--- src/pkg/mbx_pkg.sv ---
package mbx_pkg;

   // ------------------------------------------------------------
   // timing
   // ------------------------------------------------------------
   localparam int CLK_MHZ = 100; // system clock rate
   localparam int RESET_HOLD_MS = 100; // pin low time before reset
   localparam int RESET_HOLD_CYCLES = RESET_HOLD_MS * 1000 * CLK_MHZ;
   localparam int IT_STEP_US = 2800; // one integration time step
   localparam int IT_STEP_CYCLES = IT_STEP_US * CLK_MHZ;

   // ------------------------------------------------------------
   // physical slave registers
   // ------------------------------------------------------------
   localparam logic [6:0] SLAVE_ADDR = 7'h49; // 7-bit bus address
   localparam logic [1:0] REG_FLAGS = 2'h0; // slave_flags, read-only
   localparam logic [1:0] REG_INBOUND = 2'h1; // inbound_byte, write-only
   localparam logic [1:0] REG_OUTBOUND = 2'h2; // outbound_byte, read-only
   localparam int TXV_BIT = 1; // transmit-valid position
   localparam int RXV_BIT = 0; // receive-valid position

   // ------------------------------------------------------------
   // virtual register map
   // ------------------------------------------------------------
   localparam logic [6:0] V_HW_HI = 7'h00;
   localparam logic [6:0] V_HW_LO = 7'h01;
   localparam logic [6:0] V_FW_HI = 7'h02;
   localparam logic [6:0] V_FW_LO = 7'h03;
   localparam logic [6:0] V_CONTROL = 7'h04;
   localparam logic [6:0] V_INT_TIME = 7'h05;
   localparam logic [6:0] V_LED = 7'h07;
   localparam logic [6:0] V_SENSOR_FIRST = 7'h08; // X high byte
   localparam logic [6:0] V_SENSOR_LAST = 7'h13; // C low byte
   localparam int CTL_INT_BIT = 6; // interrupt enable
   localparam int CTL_GAIN_LSB = 4; // two gain bits
   localparam int CTL_BANK_LSB = 2; // two bank bits
   localparam int CTL_RDY_BIT = 1; // data ready
   localparam logic [7:0] INT_TIME_RESET = 8'h01;
   localparam logic [1:0] GAIN_RESET = 2'h0;

   // ------------------------------------------------------------
   // conversion channels: X, Y, Z, NEAR_INFRARED_RESULT, D, C
   // ------------------------------------------------------------
   localparam int NUM_CH = 6;
   localparam logic [5:0] MASK_QUAD = 6'h0f; // X Y Z NEAR_INFRARED_RESULT
   localparam logic [5:0] MASK_ALT = 6'h33; // X Y D C
   localparam logic [5:0] MASK_SECOND = 6'h30; // D C

   // ------------------------------------------------------------
   // types
   // ------------------------------------------------------------
   typedef enum logic [1:0] {
      BANK_QUAD = 2'b00,
      BANK_ALT = 2'b01,
      BANK_ALL = 2'b10,
      BANK_SHOT = 2'b11
   } bank_t;

   typedef enum logic [2:0] {
      S_IDLE = 3'b000,
      S_RECV = 3'b001,
      S_ACK = 3'b010,
      S_SEND = 3'b011,
      S_RACK = 3'b100
   } i2c_state_t;

   typedef enum logic [1:0] {
      PH_ADDR = 2'b00,
      PH_PTR = 2'b01,
      PH_DATA = 2'b10
   } phase_t;

   // led control byte layout, bit 5 downward
   typedef struct packed {
      logic [1:0] mainCurrent; // 12.5, 25, 50, 100 mA
      logic mainOn;
      logic [1:0] indCurrent; // 1, 2, 4, 8 mA
      logic indOn;
   } led_ctl_t;

   typedef logic [NUM_CH-1:0][15:0] sample_set_t;

endpackage

--- src/hw/sensor_mailbox_host_port.sv ---
`timescale 1ns/10ps
// How it works
// - everything runs from one master clock
// - reset pin low past 100 ms resets
// - two LED drivers: on/off, four currents
// - banks 0,1 ready after one period; 2,3 two
// - ready sets flag; interrupt low if enabled
// - control register read releases interrupt
// - any sensor result read clears ready
// - low result byte shadowed after high read
// - continuous modes keep converting, overwrite results
// - bank 3 write runs exactly two conversions
// - slave port active only when selected
// - works at standard and fast rates
// - answers to bus address 0x49 only
// - status bit 1 shows inbound occupied
// - status bit 0 shows outbound byte waiting
// - offset 1 takes address or data bytes
// - offset 2 returns byte to master
// - address top bit: 1 write, 0 read
module sensor_mailbox_host_port #(
   parameter int HOLD_CYCLES = mbx_pkg::RESET_HOLD_CYCLES,
   parameter int STEP_CYCLES = mbx_pkg::IT_STEP_CYCLES,
   parameter logic [15:0] HW_VERSION = 16'h0001, // arbitrary value
   parameter logic [15:0] FW_VERSION = 16'h0001 // arbitrary value
) (
   // clock, reset, enable
   input wire logic clock,
   input wire logic sys_rst,
   input wire logic clkEn,
   // device pins
   input wire logic resetLowPin,
   input wire logic hostPortSelect,
   input wire logic sclIn,
   input wire logic sdaIn,
   output logic sdaOut,
   output logic sdaOe,
   // conversion front end
   input wire mbx_pkg::sample_set_t sensorIn,
   // outputs
   output logic irqN,
   output mbx_pkg::led_ctl_t ledCtl
);

   // ------------------------------------------------------------
   // parameter checks
   // ------------------------------------------------------------
   if (HOLD_CYCLES < 1 || STEP_CYCLES < 1)
   begin : g_bad_param
      $error("hold and step counts must be at least one");
   end

   localparam int HW = $clog2(HOLD_CYCLES + 1);
   localparam int SW = $clog2(STEP_CYCLES + 1);

   // ------------------------------------------------------------
   // pin synchronisers and pin reset
   // ------------------------------------------------------------
   logic [1:0] sclSync; // [0] first stage only
   logic [1:0] sdaSync;
   logic [1:0] selSync;
   logic [1:0] rstSync;
   logic sclPrev; // delayed second stage
   logic sdaPrev;
   logic [HW-1:0] holdCnt; // low time of reset pin
   logic pinRst; // reset from pin
   logic rst; // combined reset

   // two stages per pin, sampled fast for both bus rates
   always_ff @(posedge clock)
   begin
      if (sys_rst)
      begin
         sclSync <= 2'h3;
         sdaSync <= 2'h3;
         selSync <= 2'h0;
         rstSync <= 2'h3;
         sclPrev <= 1'b1;
         sdaPrev <= 1'b1;
      end
      else if (clkEn)
      begin
         sclSync <= {sclSync[0], sclIn};
         sdaSync <= {sdaSync[0], sdaIn};
         selSync <= {selSync[0], hostPortSelect};
         rstSync <= {rstSync[0], resetLowPin};
         sclPrev <= sclSync[1];
         sdaPrev <= sdaSync[1];
      end
   end

   // count low time; reset once it passes the hold figure
   always_ff @(posedge clock)
   begin
      if (sys_rst)
      begin
         holdCnt <= '0;
         pinRst <= 1'b0;
      end
      else if (clkEn)
      begin
         if (rstSync[1])
         begin
            holdCnt <= '0;
            pinRst <= 1'b0;
         end
         else if (holdCnt == HW'(HOLD_CYCLES))
            pinRst <= 1'b1;
         else
            holdCnt <= holdCnt + 1'b1;
      end
   end

   assign rst = sys_rst | pinRst;

   // ------------------------------------------------------------
   // bus slave
   // ------------------------------------------------------------
   mbx_pkg::i2c_state_t state;
   mbx_pkg::phase_t phase;
   logic [3:0] bitCnt; // bits moved in current byte
   logic [7:0] shiftIn;
   logic [7:0] shiftOut;
   logic rw; // 1 for master read
   logic [1:0] ptr; // physical register pointer
   logic wrStrobe; // byte for inbound register
   logic [7:0] wrByte;
   logic rdStrobe; // outbound register read
   logic [7:0] regByte; // physical register read value
   logic sclRise, sclFall, startCond, stopCond, byteDone;
   logic txValid, rxValid;
   logic [7:0] inbound, outbound;

   assign sclRise = sclSync[1] & ~sclPrev;
   assign sclFall = ~sclSync[1] & sclPrev;
   assign startCond = sclSync[1] & sclPrev & sdaPrev & ~sdaSync[1];
   assign stopCond = sclSync[1] & sclPrev & ~sdaPrev & sdaSync[1];
   assign byteDone = (state == mbx_pkg::S_RECV) && sclFall
      && (bitCnt == 4'h8);

   // physical register read mux
   always_comb
   begin
      regByte = 8'h00;
      if (ptr == mbx_pkg::REG_FLAGS)
      begin
         regByte[mbx_pkg::TXV_BIT] = txValid;
         regByte[mbx_pkg::RXV_BIT] = rxValid;
      end
      else if (ptr == mbx_pkg::REG_OUTBOUND)
         regByte = outbound;
   end

   // byte-level slave protocol
   always_ff @(posedge clock)
   begin
      if (rst)
      begin
         state <= mbx_pkg::S_IDLE;
         phase <= mbx_pkg::PH_ADDR;
         sdaOe <= 1'b0;
         bitCnt <= 4'h0;
         shiftIn <= 8'h00;
         shiftOut <= 8'h00;
         rw <= 1'b0;
         ptr <= 2'h0;
         wrStrobe <= 1'b0;
         wrByte <= 8'h00;
         rdStrobe <= 1'b0;
      end
      else if (clkEn)
      begin
         wrStrobe <= 1'b0;
         rdStrobe <= 1'b0;
         if (!selSync[1])
         begin
            state <= mbx_pkg::S_IDLE;
            sdaOe <= 1'b0;
         end
         else if (startCond)
         begin
            state <= mbx_pkg::S_RECV;
            phase <= mbx_pkg::PH_ADDR;
            bitCnt <= 4'h0;
            sdaOe <= 1'b0;
         end
         else if (stopCond)
         begin
            state <= mbx_pkg::S_IDLE;
            sdaOe <= 1'b0;
         end
         else
            case (state)
               mbx_pkg::S_RECV:
                  if (sclRise)
                  begin
                     shiftIn <= {shiftIn[6:0], sdaSync[1]};
                     bitCnt <= bitCnt + 4'h1;
                  end
                  else if (byteDone)
                  begin
                     bitCnt <= 4'h0;
                     state <= mbx_pkg::S_ACK;
                     sdaOe <= 1'b1;
                     if (phase == mbx_pkg::PH_ADDR)
                     begin
                        // foreign address: no acknowledge
                        if (shiftIn[7:1] != mbx_pkg::SLAVE_ADDR)
                        begin
                           state <= mbx_pkg::S_IDLE;
                           sdaOe <= 1'b0;
                        end
                        rw <= shiftIn[0];
                     end
                     else if (phase == mbx_pkg::PH_PTR)
                        ptr <= shiftIn[1:0];
                     else if (ptr == mbx_pkg::REG_INBOUND)
                     begin
                        wrStrobe <= 1'b1;
                        wrByte <= shiftIn;
                     end
                  end
               mbx_pkg::S_ACK:
                  if (sclFall)
                  begin
                     if (rw && phase == mbx_pkg::PH_ADDR)
                     begin
                        // first data bit goes out now
                        state <= mbx_pkg::S_SEND;
                        shiftOut <= {regByte[6:0], 1'b0};
                        sdaOe <= ~regByte[7];
                        rdStrobe <= (ptr == mbx_pkg::REG_OUTBOUND);
                        bitCnt <= 4'h1;
                     end
                     else
                     begin
                        state <= mbx_pkg::S_RECV;
                        sdaOe <= 1'b0;
                        phase <= (phase == mbx_pkg::PH_ADDR) ?
                           mbx_pkg::PH_PTR : mbx_pkg::PH_DATA;
                     end
                  end
               mbx_pkg::S_SEND:
                  if (sclFall)
                  begin
                     if (bitCnt == 4'h8)
                     begin
                        sdaOe <= 1'b0;
                        state <= mbx_pkg::S_RACK;
                     end
                     else
                     begin
                        sdaOe <= ~shiftOut[7];
                        shiftOut <= {shiftOut[6:0], 1'b0};
                        bitCnt <= bitCnt + 4'h1;
                     end
                  end
               mbx_pkg::S_RACK:
                  // master nack ends, ack sends another byte
                  if (sclRise)
                     state <= sdaSync[1] ? mbx_pkg::S_IDLE : mbx_pkg::S_ACK;
               default:
                  state <= mbx_pkg::S_IDLE;
            endcase
      end
   end

   // pin only ever pulled low
   always_ff @(posedge clock)
      sdaOut <= 1'b0;

   // ------------------------------------------------------------
   // mailbox and virtual register engine
   // ------------------------------------------------------------
   logic vWrPend; // address taken, data byte due
   logic [6:0] vAddr; // pending write address
   logic consume, isVRead, isVWrite, sensorRead, ctrlRead;
   logic [6:0] sOff; // offset into result bytes
   logic [7:0] vReadData;
   logic [7:0] shadow; // protected low byte
   logic intEn, dataRdy, shotStart;
   logic [1:0] gain;
   logic [7:0] intTime;
   mbx_pkg::bank_t bank;
   logic [15:0] res [0:mbx_pkg::NUM_CH-1];

   // a virtual read waits until the previous answer is taken
   assign consume = txValid & (inbound[7] | vWrPend | ~rxValid);
   assign isVRead = consume & ~vWrPend & ~inbound[7];
   assign isVWrite = consume & vWrPend;
   assign sOff = inbound[6:0] - mbx_pkg::V_SENSOR_FIRST;
   assign sensorRead = isVRead
      && inbound[6:0] >= mbx_pkg::V_SENSOR_FIRST
      && inbound[6:0] <= mbx_pkg::V_SENSOR_LAST;
   assign ctrlRead = isVRead && inbound[6:0] == mbx_pkg::V_CONTROL;
   assign shotStart = isVWrite && vAddr == mbx_pkg::V_CONTROL
      && inbound[mbx_pkg::CTL_BANK_LSB +: 2] == mbx_pkg::BANK_SHOT;

   // virtual register read mux
   always_comb
   begin
      vReadData = 8'h00;
      case (inbound[6:0])
         mbx_pkg::V_HW_HI: vReadData = HW_VERSION[15:8];
         mbx_pkg::V_HW_LO: vReadData = HW_VERSION[7:0];
         mbx_pkg::V_FW_HI: vReadData = FW_VERSION[15:8];
         mbx_pkg::V_FW_LO: vReadData = FW_VERSION[7:0];
         mbx_pkg::V_CONTROL:
         begin
            vReadData[mbx_pkg::CTL_INT_BIT] = intEn;
            vReadData[mbx_pkg::CTL_GAIN_LSB +: 2] = gain;
            vReadData[mbx_pkg::CTL_BANK_LSB +: 2] = bank;
            vReadData[mbx_pkg::CTL_RDY_BIT] = dataRdy;
         end
         mbx_pkg::V_INT_TIME: vReadData = intTime;
         mbx_pkg::V_LED: vReadData = {2'h0, ledCtl};
         default:
            if (sensorRead) // big endian: even offset is high byte
               vReadData = sOff[0] ? shadow : res[sOff[3:1]][15:8];
      endcase
   end

   // physical flags, inbound and outbound bytes
   always_ff @(posedge clock)
   begin
      if (rst)
      begin
         txValid <= 1'b0;
         rxValid <= 1'b0;
         inbound <= 8'h00;
         outbound <= 8'h00;
         vWrPend <= 1'b0;
         vAddr <= 7'h00;
      end
      else if (clkEn)
      begin
         if (wrStrobe && !txValid)
         begin
            inbound <= wrByte;
            txValid <= 1'b1;
         end
         else if (consume)
            txValid <= 1'b0;
         if (consume)
         begin
            vWrPend <= ~vWrPend & inbound[7];
            if (!vWrPend)
               vAddr <= inbound[6:0];
         end
         // a new answer wins over a clear in the same cycle
         if (isVRead)
         begin
            rxValid <= 1'b1;
            outbound <= vReadData;
         end
         else if (rdStrobe)
            rxValid <= 1'b0;
      end
   end

   // shadow copy of low result byte
   always_ff @(posedge clock)
   begin
      if (rst)
         shadow <= 8'h00;
      else if (clkEn && sensorRead && !sOff[0])
         shadow <= res[sOff[3:1]][7:0];
   end

   // configuration written through virtual writes
   always_ff @(posedge clock)
   begin
      if (rst)
      begin
         intEn <= 1'b0;
         gain <= mbx_pkg::GAIN_RESET;
         bank <= mbx_pkg::BANK_QUAD;
         intTime <= mbx_pkg::INT_TIME_RESET;
         ledCtl <= '0;
      end
      else if (clkEn && isVWrite)
         case (vAddr)
            mbx_pkg::V_CONTROL:
            begin
               intEn <= inbound[mbx_pkg::CTL_INT_BIT];
               gain <= inbound[mbx_pkg::CTL_GAIN_LSB +: 2];
               bank <= mbx_pkg::bank_t'(inbound[mbx_pkg::CTL_BANK_LSB +: 2]);
            end
            mbx_pkg::V_INT_TIME: intTime <= inbound;
            mbx_pkg::V_LED: ledCtl <= inbound[5:0];
            default: ;
         endcase
   end

   // ------------------------------------------------------------
   // conversion timing and results
   // ------------------------------------------------------------
   logic [SW-1:0] stepCnt; // cycles in one step
   logic [7:0] periodCnt; // steps in one period
   logic secondPhase; // second bank of a pair
   logic shotBusy; // one-shot pair in progress
   logic running, twoBank, stepDone, periodEnd, readyEvent;
   logic [5:0] latchMask;

   assign twoBank = bank == mbx_pkg::BANK_ALL || bank == mbx_pkg::BANK_SHOT;
   assign running = bank != mbx_pkg::BANK_SHOT || shotBusy;
   assign stepDone = stepCnt == SW'(STEP_CYCLES - 1);
   // an integration time of zero counts as one step
   assign periodEnd = running && stepDone
      && ({1'b0, periodCnt} + 9'h001) >= {1'b0, intTime};
   assign readyEvent = periodEnd && (!twoBank || secondPhase);

   // which channels latch at this period end
   always_comb
   begin
      latchMask = 6'h00;
      if (periodEnd)
         case (bank)
            mbx_pkg::BANK_QUAD: latchMask = mbx_pkg::MASK_QUAD;
            mbx_pkg::BANK_ALT: latchMask = mbx_pkg::MASK_ALT;
            default: latchMask = secondPhase ?
               mbx_pkg::MASK_SECOND : mbx_pkg::MASK_QUAD;
         endcase
   end

   // integration step and period counters
   always_ff @(posedge clock)
   begin
      if (rst)
      begin
         stepCnt <= '0;
         periodCnt <= 8'h00;
         secondPhase <= 1'b0;
         shotBusy <= 1'b0;
      end
      else if (clkEn)
      begin
         if (shotStart)
         begin
            stepCnt <= '0;
            periodCnt <= 8'h00;
            secondPhase <= 1'b0;
            shotBusy <= 1'b1;
         end
         else if (running)
         begin
            if (!stepDone)
               stepCnt <= stepCnt + 1'b1;
            else if (!periodEnd)
            begin
               stepCnt <= '0;
               periodCnt <= periodCnt + 8'h01;
            end
            else
            begin
               stepCnt <= '0;
               periodCnt <= 8'h00;
               secondPhase <= twoBank & ~secondPhase;
               if (bank == mbx_pkg::BANK_SHOT && secondPhase)
                  shotBusy <= 1'b0;
            end
         end
      end
   end

   // result registers, one per channel
   for (genvar ch = 0; ch < mbx_pkg::NUM_CH; ch++)
   begin : g_res
      always_ff @(posedge clock)
      begin
         if (rst)
            res[ch] <= 16'h0000;
         else if (clkEn && latchMask[ch])
            res[ch] <= sensorIn[ch];
      end
   end

   // ready flag and interrupt line; a new event beats a clear
   always_ff @(posedge clock)
   begin
      if (rst)
      begin
         dataRdy <= 1'b0;
         irqN <= 1'b1;
      end
      else if (clkEn)
      begin
         if (readyEvent)
            dataRdy <= 1'b1;
         else if (sensorRead)
            dataRdy <= 1'b0;
         if (readyEvent && intEn)
            irqN <= 1'b0;
         else if (ctrlRead)
            irqN <= 1'b1;
      end
   end
endmodule

--- config.mk ---
export PLATFORM = sky130hd
export DESIGN_NAME = sensor_mailbox_host_port
export DESIGN_NICKNAME = d
export VERILOG_FILES = /design/src/pkg/mbx_pkg.sv /design/src/hw/sensor_mailbox_host_port.sv
export SDC_FILE = /design/constraint.sdc
export NUM_CORES = 1
export LEC_CHECK = 0
export ABC_AREA = 1
export CAP_MARGIN = 20
export CORE_UTILIZATION = 64
export CTS_CLUSTER_DIAMETER = 60
export DETAILED_ROUTE_END_ITERATION = 10
export DONT_BUFFER_PORTS = 1
export PLACE_DENSITY = 0.77
export SYNTH_ARGS = -nofsm -noshare
export SYNTH_HDL_FRONTEND = slang
export SYNTH_SLANG_ARGS = --single-unit
--- constraint.sdc ---
create_clock -name clock -period 4.3 [get_ports clock]
set_clock_uncertainty 0.2 [all_clocks]
set_input_delay 0.645 -clock clock [delete_from_list [all_inputs] [get_ports clock]]
set_output_delay 0.645 -clock clock [all_outputs]
set_load 0.02 [all_outputs]
After elaboration in Yosys (flattened, before gate mapping)
Memories as Yosys holds them, arrays and structs flattened.
Cells that the tools add are included.
{"block": "classes", "n_addsub": 6, "magnitude_cmp": 3, "eq_ne": 44, "n_mux": 126, "bitwise": 37, "n_reduce_logical": 76}
{"op": "$mux 16", "n": 6}
{"op": "$mux 8", "n": 11}
{"op": "$mux 1", "n": 65}
{"op": "$mux 19", "n": 3}
{"op": "$mux 24", "n": 2}
{"op": "$eq 7x3->1 const B", "n": 6}
{"op": "$mux 4", "n": 8}
{"op": "$ne 5x5->1 const B", "n": 6}
{"op": "$mux 3", "n": 9}
{"op": "$reduce_and 9->1", "n": 3}
{"op": "$reduce_and 2->1", "n": 13}
{"op": "$add 24x1->24 const B", "n": 1}
{"op": "$eq 24x24->1 const B", "n": 1}
{"op": "$pmux 6 s4", "n": 1}
{"op": "$reduce_bool 2->1", "n": 12}
{"op": "$logic_and 1x1->1", "n": 23}
{"op": "$mux 2", "n": 11}
{"op": "$add 19x1->19 const B", "n": 1}
{"op": "$eq 19x19->1 const B", "n": 1}
{"op": "$mux 6", "n": 3}
{"op": "$reduce_and 6->1", "n": 3}
{"op": "$ne 2x2->1 const B", "n": 8}
{"op": "$pmux 8 s2", "n": 1}
{"op": "$not 1->1", "n": 15}
{"op": "42 further kinds", "n": 79}
{"block": "totals", "reg_bits": 158, "ram_bits": 96, "input_bits": 103, "output_inout_bits": 9, "elab_cells": 333, "mem_count": 1}
{"name": "res", "words": 6, "width": 16, "read_ports": 1, "rd_clocked_by_memory_dff": 0, "write_ports": 6, "line_no": "sensor_mailbox_host_port.sv:285", "rtl": "logic [15:0] res [0:mbx_pkg::NUM_CH-1];"}

Longest topological paths before layout
Gate-level depths: netlist of run 1.
{"block": "logic_depth", "depth_word": 10, "mapped_depth": 19, "ltp_nobuf": 19}

Worst setup path before layout of run 1
Ideal clock, no wire load.
{"block": "synth_timing", "path_kind": "reg-to-reg", "from": "register periodCnt[0]", "to": "memory res[4][0], enable pin", "setup_ns": 0.389, "arrival_ns": 2.846, "required_time_ns": 3.711, "slack_ns": 0.864, "stages_incl_launch_ff": 19, "path_buffers": 1, "synth_period_minus_slack_ns": 3.436, "path_cell_list": "dfxtp_1 -> ha_1 -> nand3_1 -> xor2_1 -> inv_1 -> ha_1 -> nand2_1 -> nor2_1 -> nand2_1 -> nand3_1 -> nand2_1 -> nand2_1 -> nand2_1 -> nand2_2 -> nand2_1 -> nor2_4 -> nand2_2 -> buf_6 -> nand2_1"}
{"item": "start, declared", "line_no": "sensor_mailbox_host_port.sv:399", "rtl": "logic [7:0] periodCnt;"}
{"item": "start signal, assigned", "line_no": "sensor_mailbox_host_port.sv:452", "rtl": "periodCnt <= periodCnt + 8'h01;"}
{"item": "end, declared", "line_no": "sensor_mailbox_host_port.sv:285"}

==> results of run 1 <==
## logic make-up after synthesis
family                     share of synthesized area
other                                       0.000295
xor gates and xnor gates                      0.0138
DFF                                            0.474
buffers and inverters                         0.0807
and+or+nand+nor                                0.276
adders and majority gates                     0.0138
AOI/OAI and AO/OA                              0.141
## power by group through the flow
stage | logic, mW | clock network, mW | registers (mW)
finish | 0.202 | 2.42 | 2.55
global route | 0.223 | 2.54 | 2.55
CTS | 0.201 | 2.45 | 2.55
detailed placement | 0.194 | 0 | 2.60
global placement | 0.192 | 0 | 2.60
floorplan | 0.163 | 0 | 2.59
## worst max-delay path by stage
stage                                    startpoint                        to  slack, ns
after floorplan           periodCnt[0]$_SDFFE_PP0P_   res[4][0]$_SDFFCE_PN0P_       0.86
after global placement    periodCnt[0]$_SDFFE_PP0P_   res[5][9]$_SDFFCE_PN0P_       1.20
after detailed placement  periodCnt[0]$_SDFFE_PP0P_  res[5][11]$_SDFFCE_PN0P_       1.12
after CTS                 periodCnt[0]$_SDFFE_PP0P_   res[4][7]$_SDFFCE_PN0P_       1.09
after global routing      periodCnt[0]$_SDFFE_PP0P_   res[4][7]$_SDFFCE_PN0P_       0.75
final                     periodCnt[0]$_SDFFE_PP0P_  res[5][11]$_SDFFCE_PN0P_       1.08
## final cells by class
type	count	area, µm²
antenna	2	5.00
clock inverter	18	168
sequential	253	6030
multi-input combinational	1065	5680
fill	1591	5680
timing repair buffer	16	125
tap	265	332
inverter	177	667
clock buffer	35	779
## worst max-delay path: cells and delay by family, from the launching register on
| kind | cells | cell delay, ns |
|---|---|---|
| xor+xnor | 1 | 0.20 |
| buf+inv | 2 | 0.43 |
| fa+ha+maj | 2 | 0.50 |
| simple gates | 13 | 1.11 |
| flops | 1 | 0.40 |
## sequential cells by signal, indices dropped and copies added, names as in the netlist, 2 cells and up
register   cells
stepCnt       19
intTime        8
vAddr          7
inbound        8
rstSync        2
shiftOut       7
periodCnt      8
phase          2
ptr            2
bitCnt         4
sdaSync        2
bank           2
outbound       8
holdCnt       24
ledCtl         6
shiftIn        8
wrByte         8
res           96
gain           2
sclSync        2
shadow         8
state          3
selSync        2
## cells in the final DEF, fill, tap and decap left out, drive strengths merged, types with 3 or more instances in the layout
cell type	Yosys	layout
ha	14	14
nand3	88	88
nor3b	67	67
o21ai	137	137
xnor2	3	3
buf	36	14
a31oi	13	13
a21o	4	4
nor2	175	175
edfxtp	96	96
nor3	62	62
a32o	4	4
clkbuf	42	35
dfxtp	157	157
nor4	4	4
clkinvlp	0	3
clkinv	3	12
a211oi	4	4
nand4	39	39
nand2	257	257
o211ai	4	4
a21oi	139	139
xor2	17	17
o311ai	5	5
o22ai	14	14
inv	174	178
or2	4	4
## synthesized netlist by cell type (all sizes together) (36+ instances only)
master  number  area [µm²]
nand2      257         982
nor2       175         697
inv        174         653
dfxtp      157        3140
a21oi      139         703
o21ai      137         689
edfxtp      96        2880
nand3       88         445
nor3b       67         503
nor3        62         533
clkbuf      42         158
nand4       39         263
buf         36         204
## routing by layer
layer  vias to the layer above  GRT usage
li1                       5284          -
met1                      5031      0.429
met2                       388      0.485
met3                        54     0.0459
met4                         0     0.0826
met5                         -          0
## repair_timing
item | 4_1_cts | 5_1_grt
hold endpoints to repair | 23 | 0
hold buffers | 2 | 0
setup endpoints to repair | 0 | 0
## per-stage QoR
stage	power (mW)	utilization	instances	hold slack [ns]
finish	5.17	0.708	1831	0.0179
global route	5.32	0.708	1831	0.00572
CTS	5.20	0.708	1829	0.00497
detailed placement	2.79	0.658	1774	0.239
global placement	2.79	0.658	1774	0.237
floorplan	2.76	-	1573	0.222
==> impl_metrics.py, run 1 <==
metrics = {
    "run_status": {
        "outcome": "finished clean",
    },
    "yosys": {
        "yosysUniqueCellTypes": 53,
        "synth_seq_area_share": 0.474,
        "synth_fp_nets": 1690,
        "synthFlopType": "dfxtp_1",
        "synth-edff-count": 96,
        "synthesis.area_um2": 12700,
        "async_flop_share": 0,
        "synth-seq-cells": 253,
        "ys_warn_count": 0,
        "avgSynthCellArea_um2": 8.09,
        "synthCells": 1573,
    },
    "sta": {
        "relSlewSlack": 0.251,
        "setup_viol": 0,
        "finalCritPeriodShare": 0.749,
        "slew_violations": 0,
        "final-hold-violation-count": 0,
        "clock.fmax_mhz": 311,
        "min_period_ns": 3.22,
        "tightest_slew_ns": 1.12,
        "rsz0062_at_grt": "false",
        "setup_ws_ns": 1.08,
        "tns_ns": 0,
    },
    "cts": {
        "cts_tree": "built",
        "clockBufferDepth": 3,
        "cts-root-buf": "clkbuf_16",
        "cts_buffers": 29,
        "post_cts_resize_count": 0,
        "cts.sinks": 253,
        "clkTransAtPathRegs_ns": 0.06,
        "post_cts_buffers": 0,
        "htreeDepth": 1,
        "clock_latency_ns": 0.55,
    },
    "worst_hold_path": {
        "hp-class": "primary input to register",
        "hp-start": "resetLowPin",
        "min_to": "rstSync[0]$_SDFFE_PP1P_",
        "min_path_cells": 2,
    },
    "routing": {
        "wl_per_cell_um": 16.8,
        "highest_layer": "met4",
        "m1WireLength_mm": 13.4,
        "num_vias": 10757,
        "drt_pass1_iterations": 6,
        "route.detailed.drc": 0,
        "routed_wirelength_mm": 30.7,
        "wl_met3_mm": 2.35,
        "ant_nets": 0,
        "met2_wirelength_mm": 14.4,
        "dr.first_iter.drc_count": 1096,
        "via_per_inst": 5.87,
    },
    "placement": {
        "place.gp.congestion": 0.947,
        "hpwl_mm": 21.0,
        "placed_area_um2": 12800,
        "numPortBuffers": 0,
        "dp_slack_ns": 1.12,
    },
    "floorplan": {
        "rows": 51,
        "coreArea_um2": 19500,
        "die_w_um": 143,
        "dieArea_um2": 20400,
        "fp.dieH_um": 143,
        "ios": 112,
        "initial_core_util": 0.654,
    },
    "critical_path": {
        "arrival_ns": 3.23,
        "path_class": "register to register",
        "critPathMaxStageDelay_ns": 0.40,
        "r2r-end": "res[5][11]$_SDFFCE_PN0P_",
        "crit_fanout": 32,
        "reg2reg_depth": 18,
        "crit_path_start_kind": "register",
        "r2r-start": "periodCnt[0]$_SDFFE_PP0P_",
        "crit_top_cell": "nand2_1",
        "worst-r2r-setup-slack_ns": 1.08,
        "worstPathRequired_ns": 4.31,
        "worstPathCellList": "ha_1, nand3_1, xor2_1, inv_1, ha_1, nand2_1, nor2_1, nand2_1, nand3_1, nand2_1, nand2_1, nand2_1, nand2_2, nand2_1, nor2_4, nand2_2, nand2_1, buf_4",
        "crit_slowest_cell": "dfxtp_1",
        "critPathCaptureType": "register",
    },
    "layout": {
        "area_delta_synth_final_pct": 8.31,
        "finish.net_count": 1659,
        "design_area_um2": 13800,
        "drive_gt1_frac": 0.0927,
    },
    "pwr": {
        "leakagePower_nw": 5.13,
        "p_seq_frac": 0.492,
        "switchingPower_mw": 1.17,
        "pwr_density_cell_nw_per_um2": 376,
        "power.internal_mw": 4.00,
        "ir_drop_mv": 0.353,
        "p_clk_frac": 0.468,
        "swShare": 0.226,
        "combPwrFrac": 0.039,
    },
    "global_routing": {
        "overflow": 0,
        "antenna_found_initial": 2,
        "grt_start_max_net_pins": 78,
        "grt_pass1_wl_mm": 48.9,
        "track_usage": 0.303,
        "grt_pass1_vias": 9657,
    },
    "run": {
        "cap_violations": 0,
    },
}
Power figures use the tool's default switching activity.
==> run 2, diff against run 1 <==
- CORE_UTILIZATION: 64 -> 58
- PLACE_DENSITY: 0.77 -> 0.73
- clock period: 4.3 -> 2.9 ns (I/O delays scaled with it)
==> run 2 against run 1 <==
Net effect: the run now ends with setup timing left; sequential power rose by 48%; clock power rose by 53%; fmax rose by 7.8%; via count rose by 7.2%; worst setup slack got worse by 1.2 ns; largest power group unchanged.
==> impl_metrics.py, run 2 (synthesized netlist as in run 1, its figures left out) <==
metrics = {
    "run_status": {
        "outcome": "complete, but fails checks",
        "failed_checks": "setup timing",
    },
    "critical_path": {
        "arrival_ns": 3.06,
        "r2r-start": "periodCnt[1]$_SDFFE_PP0P_",
        "path_class": "register to register",
        "critPathCaptureType": "register",
        "crit_start": "periodCnt[1]$_SDFFE_PP0P_",
        "crit_end": "res[5][2]$_SDFFCE_PN0P_",
        "r2r-end": "res[5][2]$_SDFFCE_PN0P_",
        "crit_path_start_kind": "register",
        "reg2reg_depth": 16,
        "worst-r2r-setup-slack_ns": -0.09,
        "crit_fanout": 7,
        "worstPathRequired_ns": 2.98,
    },
    "worst_hold_path": {
        "hp-class": "primary input to register",
    },
    "cts": {
        "cts-root-buf": "clkbuf_16",
        "cts_buffers": 30,
        "clock_latency_ns": 0.55,
        "clkTransAtPathRegs_ns": 0.06,
        "htreeDepth": 1,
        "cts_tree": "built",
        "clockBufferDepth": 3,
        "cts.sinks": 253,
    },
    "floorplan": {
        "dieArea_um2": 22500,
        "initial_core_util": 0.598,
        "die_w_um": 150,
        "ios": 112,
        "fp.dieH_um": 150,
        "coreArea_um2": 21300,
        "rows": 53,
    },
    "pwr": {
        "ir_drop_mv": 0.502,
        "leakagePower_nw": 5.85,
        "pwr_density_cell_nw_per_um2": 513,
        "power.total_mw": 7.93,
    },
    "global_routing": {
        "overflow": 0,
        "track_usage": 0.307,
        "grt_pass1_wl_mm": 54.8,
        "antenna_found_initial": 0,
        "grt_start_max_net_pins": 86,
        "grt_pass1_vias": 10692,
    },
    "routing": {
        "drt_pass1_iterations": 5,
        "num_vias": 11531,
        "dr.first_iter.drc_count": 1172,
        "route.detailed.drc": 0,
        "routed_wirelength_mm": 35.1,
        "wl_per_cell_um": 17.8,
        "ant_nets": 0,
        "via_per_inst": 5.86,
    },
    "sta": {
        "relSlewSlack": 0.325,
        "setup_ws_ns": -0.0851,
        "clock.fmax_mhz": 335,
        "tightest_slew_ns": 1.01,
        "hold_ws_ns": 0.0227,
        "setup_viol": 27,
        "rsz0062_at_grt": "true",
        "finalCritPeriodShare": 1.03,
        "final-hold-violation-count": 0,
        "slew_violations": 0,
        "min_period_ns": 2.99,
    },
    "placement": {
        "hpwl_mm": 21.6,
        "place.gp.congestion": 0.880,
        "post-place-cells": 1799,
        "numPortBuffers": 0,
        "dp_slack_ns": -0.0170,
    },
    "layout": {
        "final_cell_mix": "244 x nand2_1, 162 x nor2_1, 160 x inv_1",
        "regMostFlops": "res",
        "ff_latch_area_um2": 6030,
        "reg_top3": "res (96), holdCnt (24), stepCnt (19)",
        "post-route-util": 0.726,
        "finish.net_count": 1787,
        "multi_input_area_um2": 5910,
        "drive_gt1_frac": 0.112,
        "largest_reg_flops": 96,
        "final_common_cell": "nand2_1",
        "n_antenna_cell": 0,
        "area_delta_synth_final_pct": 21.5,
        "fin_cells": 1968,
        "final.fill_count": 1580,
    },
    "run": {
        "cap_violations": 0,
    },
}
run 2: cell types whose count changed in the layout (fill, tap and decap cells not counted), moves of 5 or more:
cell | before | now
dlygate4sd3_1 | 2 | 102
clkinv_2 | 7 | 0
buf_12 | 0 | 10
buf_6 | 0 | 5
nor3_2 | 31 | 19
buf_4 | 14 | 22
nand2_1 | 250 | 244
clkbuf_8 | 1 | 6
nor3_4 | 6 | 20
clkbuf_1 | 4 | 11
run 2: timing repair:
action | CTS | global route
setup endpoints to repair | 59 | 191
hold endpoints to repair | 134 | 0
pin swaps | 3 | 8
cloned | 1 | 3
setup buffers | 5 | 3
hold buffers | 102 | 0
gates resized for setup | 7 | 46
run 2: how the worst min path moves through the flow:
stage,start,to,slack [ns],cells after the start
6_report,clkEn,phase[1]$_SDFFE_PP0P_,0.02,4
5_1_grt,clkEn,res[0][15]$_SDFFCE_PN0P_,0.04,2
4_1_cts,clkEn,phase[1]$_SDFFE_PP0P_,0.006,4
3_5_place_dp,shiftOut[2]$_SDFFE_PP0P_,shiftOut[2]$_SDFFE_PP0P_,0.24,2
3_3_place_gp,shiftOut[2]$_SDFFE_PP0P_,shiftOut[2]$_SDFFE_PP0P_,0.24,2
2_1_floorplan,shiftOut[7]$_SDFFE_PP0P_,shiftOut[7]$_SDFFE_PP0P_,0.22,2
run 2: where the power goes:
| group | total, mW | switching (mW) | internal (mW) |
|---|---|---|---|
| sequential | 3.78 | 0.0371 | 3.74 |
| clock | 3.70 | 1.47 | 2.23 |
| combinational | 0.457 | 0.264 | 0.193 |
| total | 7.93 | 1.77 | 6.16 |
run 2: worst max-delay path, stage by stage, from the launching register on:
cell	delay (ns)
dfxtp_2	0.35
ha_4	0.16
nand3_4	0.10
buf_6	0.14
nor3_4	0.22
xor2_1	0.26
ha_1	0.30
a21oi_1	0.13
nand2_1	0.08
nand2_2	0.07
nand2_4	0.08
nand2_4	0.09
nor2_4	0.04
nand2_4	0.12
buf_8	0.15
clkbuf_16	0.17
nor3_2	0.05
run 2: final cells by class:
cell class                      count  area share
Inverter                          177      0.0431
Timing Repair Buffer              143      0.0993
Tap cell                          275      0.0223
Clock inverter                      5     0.00405
Sequential cell                   253       0.390
Clock buffer                       50      0.0592
Multi-Input combinational cell   1065       0.382
run 2: per-layer routing:
layer | up-vias | part of all wire | GRT usage
met2 | 496 | 0.48 | 0.503
li1 | 5535 | - | -
met4 | 0 | 0.023 | 0.0879
met3 | 65 | 0.073 | 0.0482
met1 | 5435 | 0.42 | 0.419
met5 | - | 0 | 0
run 2: stage by stage:
stage	area, µm²	setup TNS (ns)
after CTS	15100	0
final	15500	-1.54
after detailed placement	13100	-0.448
after floorplan	12700	-6.01
after global routing	15500	-8.72
after global placement	13100	0
==> run 3, diff against run 2 <==
- BUFFER_PORTS_ARGS: default -> -buffer_cell sky130_fd_sc_hd__clkbuf_2
- CORE_UTILIZATION: 58 -> 54
- DONT_BUFFER_PORTS: 1 -> default
==> run 3 against run 2 <==
Net effect: the run now ends clean; first-iteration DRC count down 12%; global-route usage down 3.5 points; routed wire length down 5.4%; register-to-register slack better by 0.17 ns; largest power group unchanged.
==> impl_metrics.py, run 3 (synthesized netlist as in run 1, its figures left out) <==
metrics = {
    "critical_path": {
        "path_class": "register to register",
        "critical-path-top-delay-family": "simple AND/OR/NAND/NOR gates",
        "worst-r2r-setup-slack_ns": 0.09,
        "crit_path_start_kind": "register",
        "reg2reg_depth": 18,
        "critPathMaxStageDelay_ns": 0.36,
        "arrival_ns": 2.87,
        "r2r-end": "res[5][9]$_SDFFCE_PN0P_",
        "crit_slowest_cell": "dfxtp_4",
        "worst-path-buf-inv": 4,
        "critPathCaptureType": "register",
        "worstPathCellList": "ha_4, nand3_4, buf_6, nor3_4, xor2_2, ha_1, nand2_1, inv_1, nand2_1, nand2_1, nand2_1, nand2_2, nand2_4, nor2_4, nand2_4, nand2_4, buf_12, clkbuf_16",
        "crit_fanout": 6,
        "crit_top_cell": "nand2_1",
        "worstPathRequired_ns": 2.95,
        "r2r-start": "periodCnt[1]$_SDFFE_PP0P_",
    },
    "floorplan": {
        "ios": 112,
        "die_w_um": 155,
        "coreArea_um2": 22800,
        "initial_core_util": 0.557,
        "rows": 55,
        "dieArea_um2": 24200,
        "fp.dieH_um": 155,
    },
    "pwr": {
        "pwr_density_cell_nw_per_um2": 515,
        "ir_drop_mv": 0.461,
        "power.internal_mw": 5.96,
        "leakagePower_nw": 5.86,
        "switchingPower_mw": 1.73,
        "p_clk_frac": 0.454,
        "p_seq_frac": 0.492,
        "power.total_mw": 7.69,
        "swShare": 0.225,
        "combPwrFrac": 0.054,
    },
    "global_routing": {
        "overflow": 0,
        "antenna_found_initial": 0,
        "track_usage": 0.272,
        "grt_start_max_net_pins": 61,
        "grt_pass1_vias": 10490,
        "grt_pass1_wl_mm": 52.9,
    },
    "cts": {
        "cts_buffers": 29,
        "clkTransAtPathRegs_ns": 0.06,
        "clock_latency_ns": 0.53,
        "htreeDepth": 1,
        "clockBufferDepth": 3,
        "cts_tree": "built",
        "cts-root-buf": "clkbuf_16",
        "cts.sinks": 253,
    },
    "routing": {
        "dr.first_iter.drc_count": 1033,
        "routed_wirelength_mm": 33.2,
        "wl_per_cell_um": 16.5,
        "via_per_inst": 5.65,
        "drt_pass1_iterations": 6,
        "num_vias": 11404,
        "ant_nets": 0,
        "route.detailed.drc": 0,
    },
    "sta": {
        "min_period_ns": 2.81,
        "rsz0062_at_grt": "true",
        "relSlewSlack": 0.427,
        "slew_violations": 0,
        "tightest_slew_ns": 0.859,
        "clock.fmax_mhz": 355,
        "final-hold-violation-count": 0,
        "setup_viol": 0,
        "finalCritPeriodShare": 0.970,
    },
    "layout": {
        "regMostFlops": "res",
        "post-route-util": 0.653,
        "largest_reg_flops": 96,
        "final_common_cell": "nand2_1",
        "fin_cells": 2019,
        "finish.net_count": 1801,
        "n_antenna_cell": 0,
        "reg_top3": "res (96), holdCnt (24), stepCnt (19)",
        "final_cell_mix": "245 x nand2_1, 163 x nor2_1, 160 x inv_1",
        "drive_gt1_frac": 0.175,
        "area_delta_synth_final_pct": 17.3,
    },
    "run": {
        "cap_violations": 0,
    },
    "worst_hold_path": {
        "hp-start": "sensorIn[80]",
        "min_to": "res[5][0]$_SDFFCE_PN0P_",
        "hp-class": "primary input to register",
        "min_path_cells": 3,
    },
    "placement": {
        "post-place-cells": 1952,
        "hpwl_mm": 22.9,
        "place.gp.congestion": 0.949,
        "numPortBuffers": 110,
    },
    "run_status": {
        "outcome": "finished clean",
    },
}
## run 3: stage by stage
step	setup slack [ns]	area [µm²]	TNS [ns]	hold slack (ns)
2_1_floorplan	-0.0761	12700	-6.01	0.222
3_3_place_gp	0.0230	13600	0	0.231
3_5_place_dp	-0.0381	13600	-0.608	0.239
4_1_cts	0.00223	14700	0	0.0165
5_1_grt	-0.0471	14900	-1.06	0.0354
6_report	0.0856	14900	0	0.0293
## run 3: cell type report
type	count	area (µm²)
clock buffers	37	776
flip-flops and latches	253	6030
fillers	1908	7920
clock inverters	16	129
repair buffers	158	1120
well taps	313	392
inverters	177	667
multi-input cells	1065	5810
## run 3: worst min-delay path, cell delays in order
cell and delay (ns):
clkbuf_2 0.08, inv_1 0.05, nor3_2 0.04
## run 3: routing by layer
metal	global-route usage	vias to the layer above	wire length, µm
met5	0	-	0
met4	0.0761	0	816
met3	0.0457	69	2410
met2	0.437	393	15300
met1	0.378	5394	14700
li1	-	5548	-
## run 3: power by group through the flow
stage / sequential, mW / combinational [mW] / clock (mW)
final: 3.78 / 0.415 / 3.49
after global routing: 3.78 / 0.458 / 3.67
after CTS: 3.78 / 0.407 / 3.52
after detailed placement: 3.85 / 0.395 / 0
after global placement: 3.85 / 0.393 / 0
after floorplan: 3.84 / 0.244 / 0
## run 3: worst max path at each step
stage	from	to	slack (ns)	cells past startpoint
after floorplan	periodCnt[0]$_SDFFE_PP0P_	res[0][0]$_SDFFCE_PN0P_	-0.08	16
after global placement	periodCnt[0]$_SDFFE_PP0P_	res[4][0]$_SDFFCE_PN0P_	0.02	17
after detailed placement	periodCnt[0]$_SDFFE_PP0P_	res[4][0]$_SDFFCE_PN0P_	-0.04	17
after CTS	periodCnt[0]$_SDFFE_PP0P_	res[5][6]$_SDFFCE_PN0P_	0.002	20
after global routing	periodCnt[1]$_SDFFE_PP0P_	res[5][6]$_SDFFCE_PN0P_	-0.05	18
final	periodCnt[1]$_SDFFE_PP0P_	res[5][9]$_SDFFCE_PN0P_	0.09	18
## run 3: what timing repair did
action,4_1_cts,5_1_grt
gates resized for setup,10,26
hold endpoints to repair,4,0
hold buffers,4,0
pin swaps,4,5
buffers inserted,4,2
gates cloned,2,3
endpoints found under the setup margin,56,163
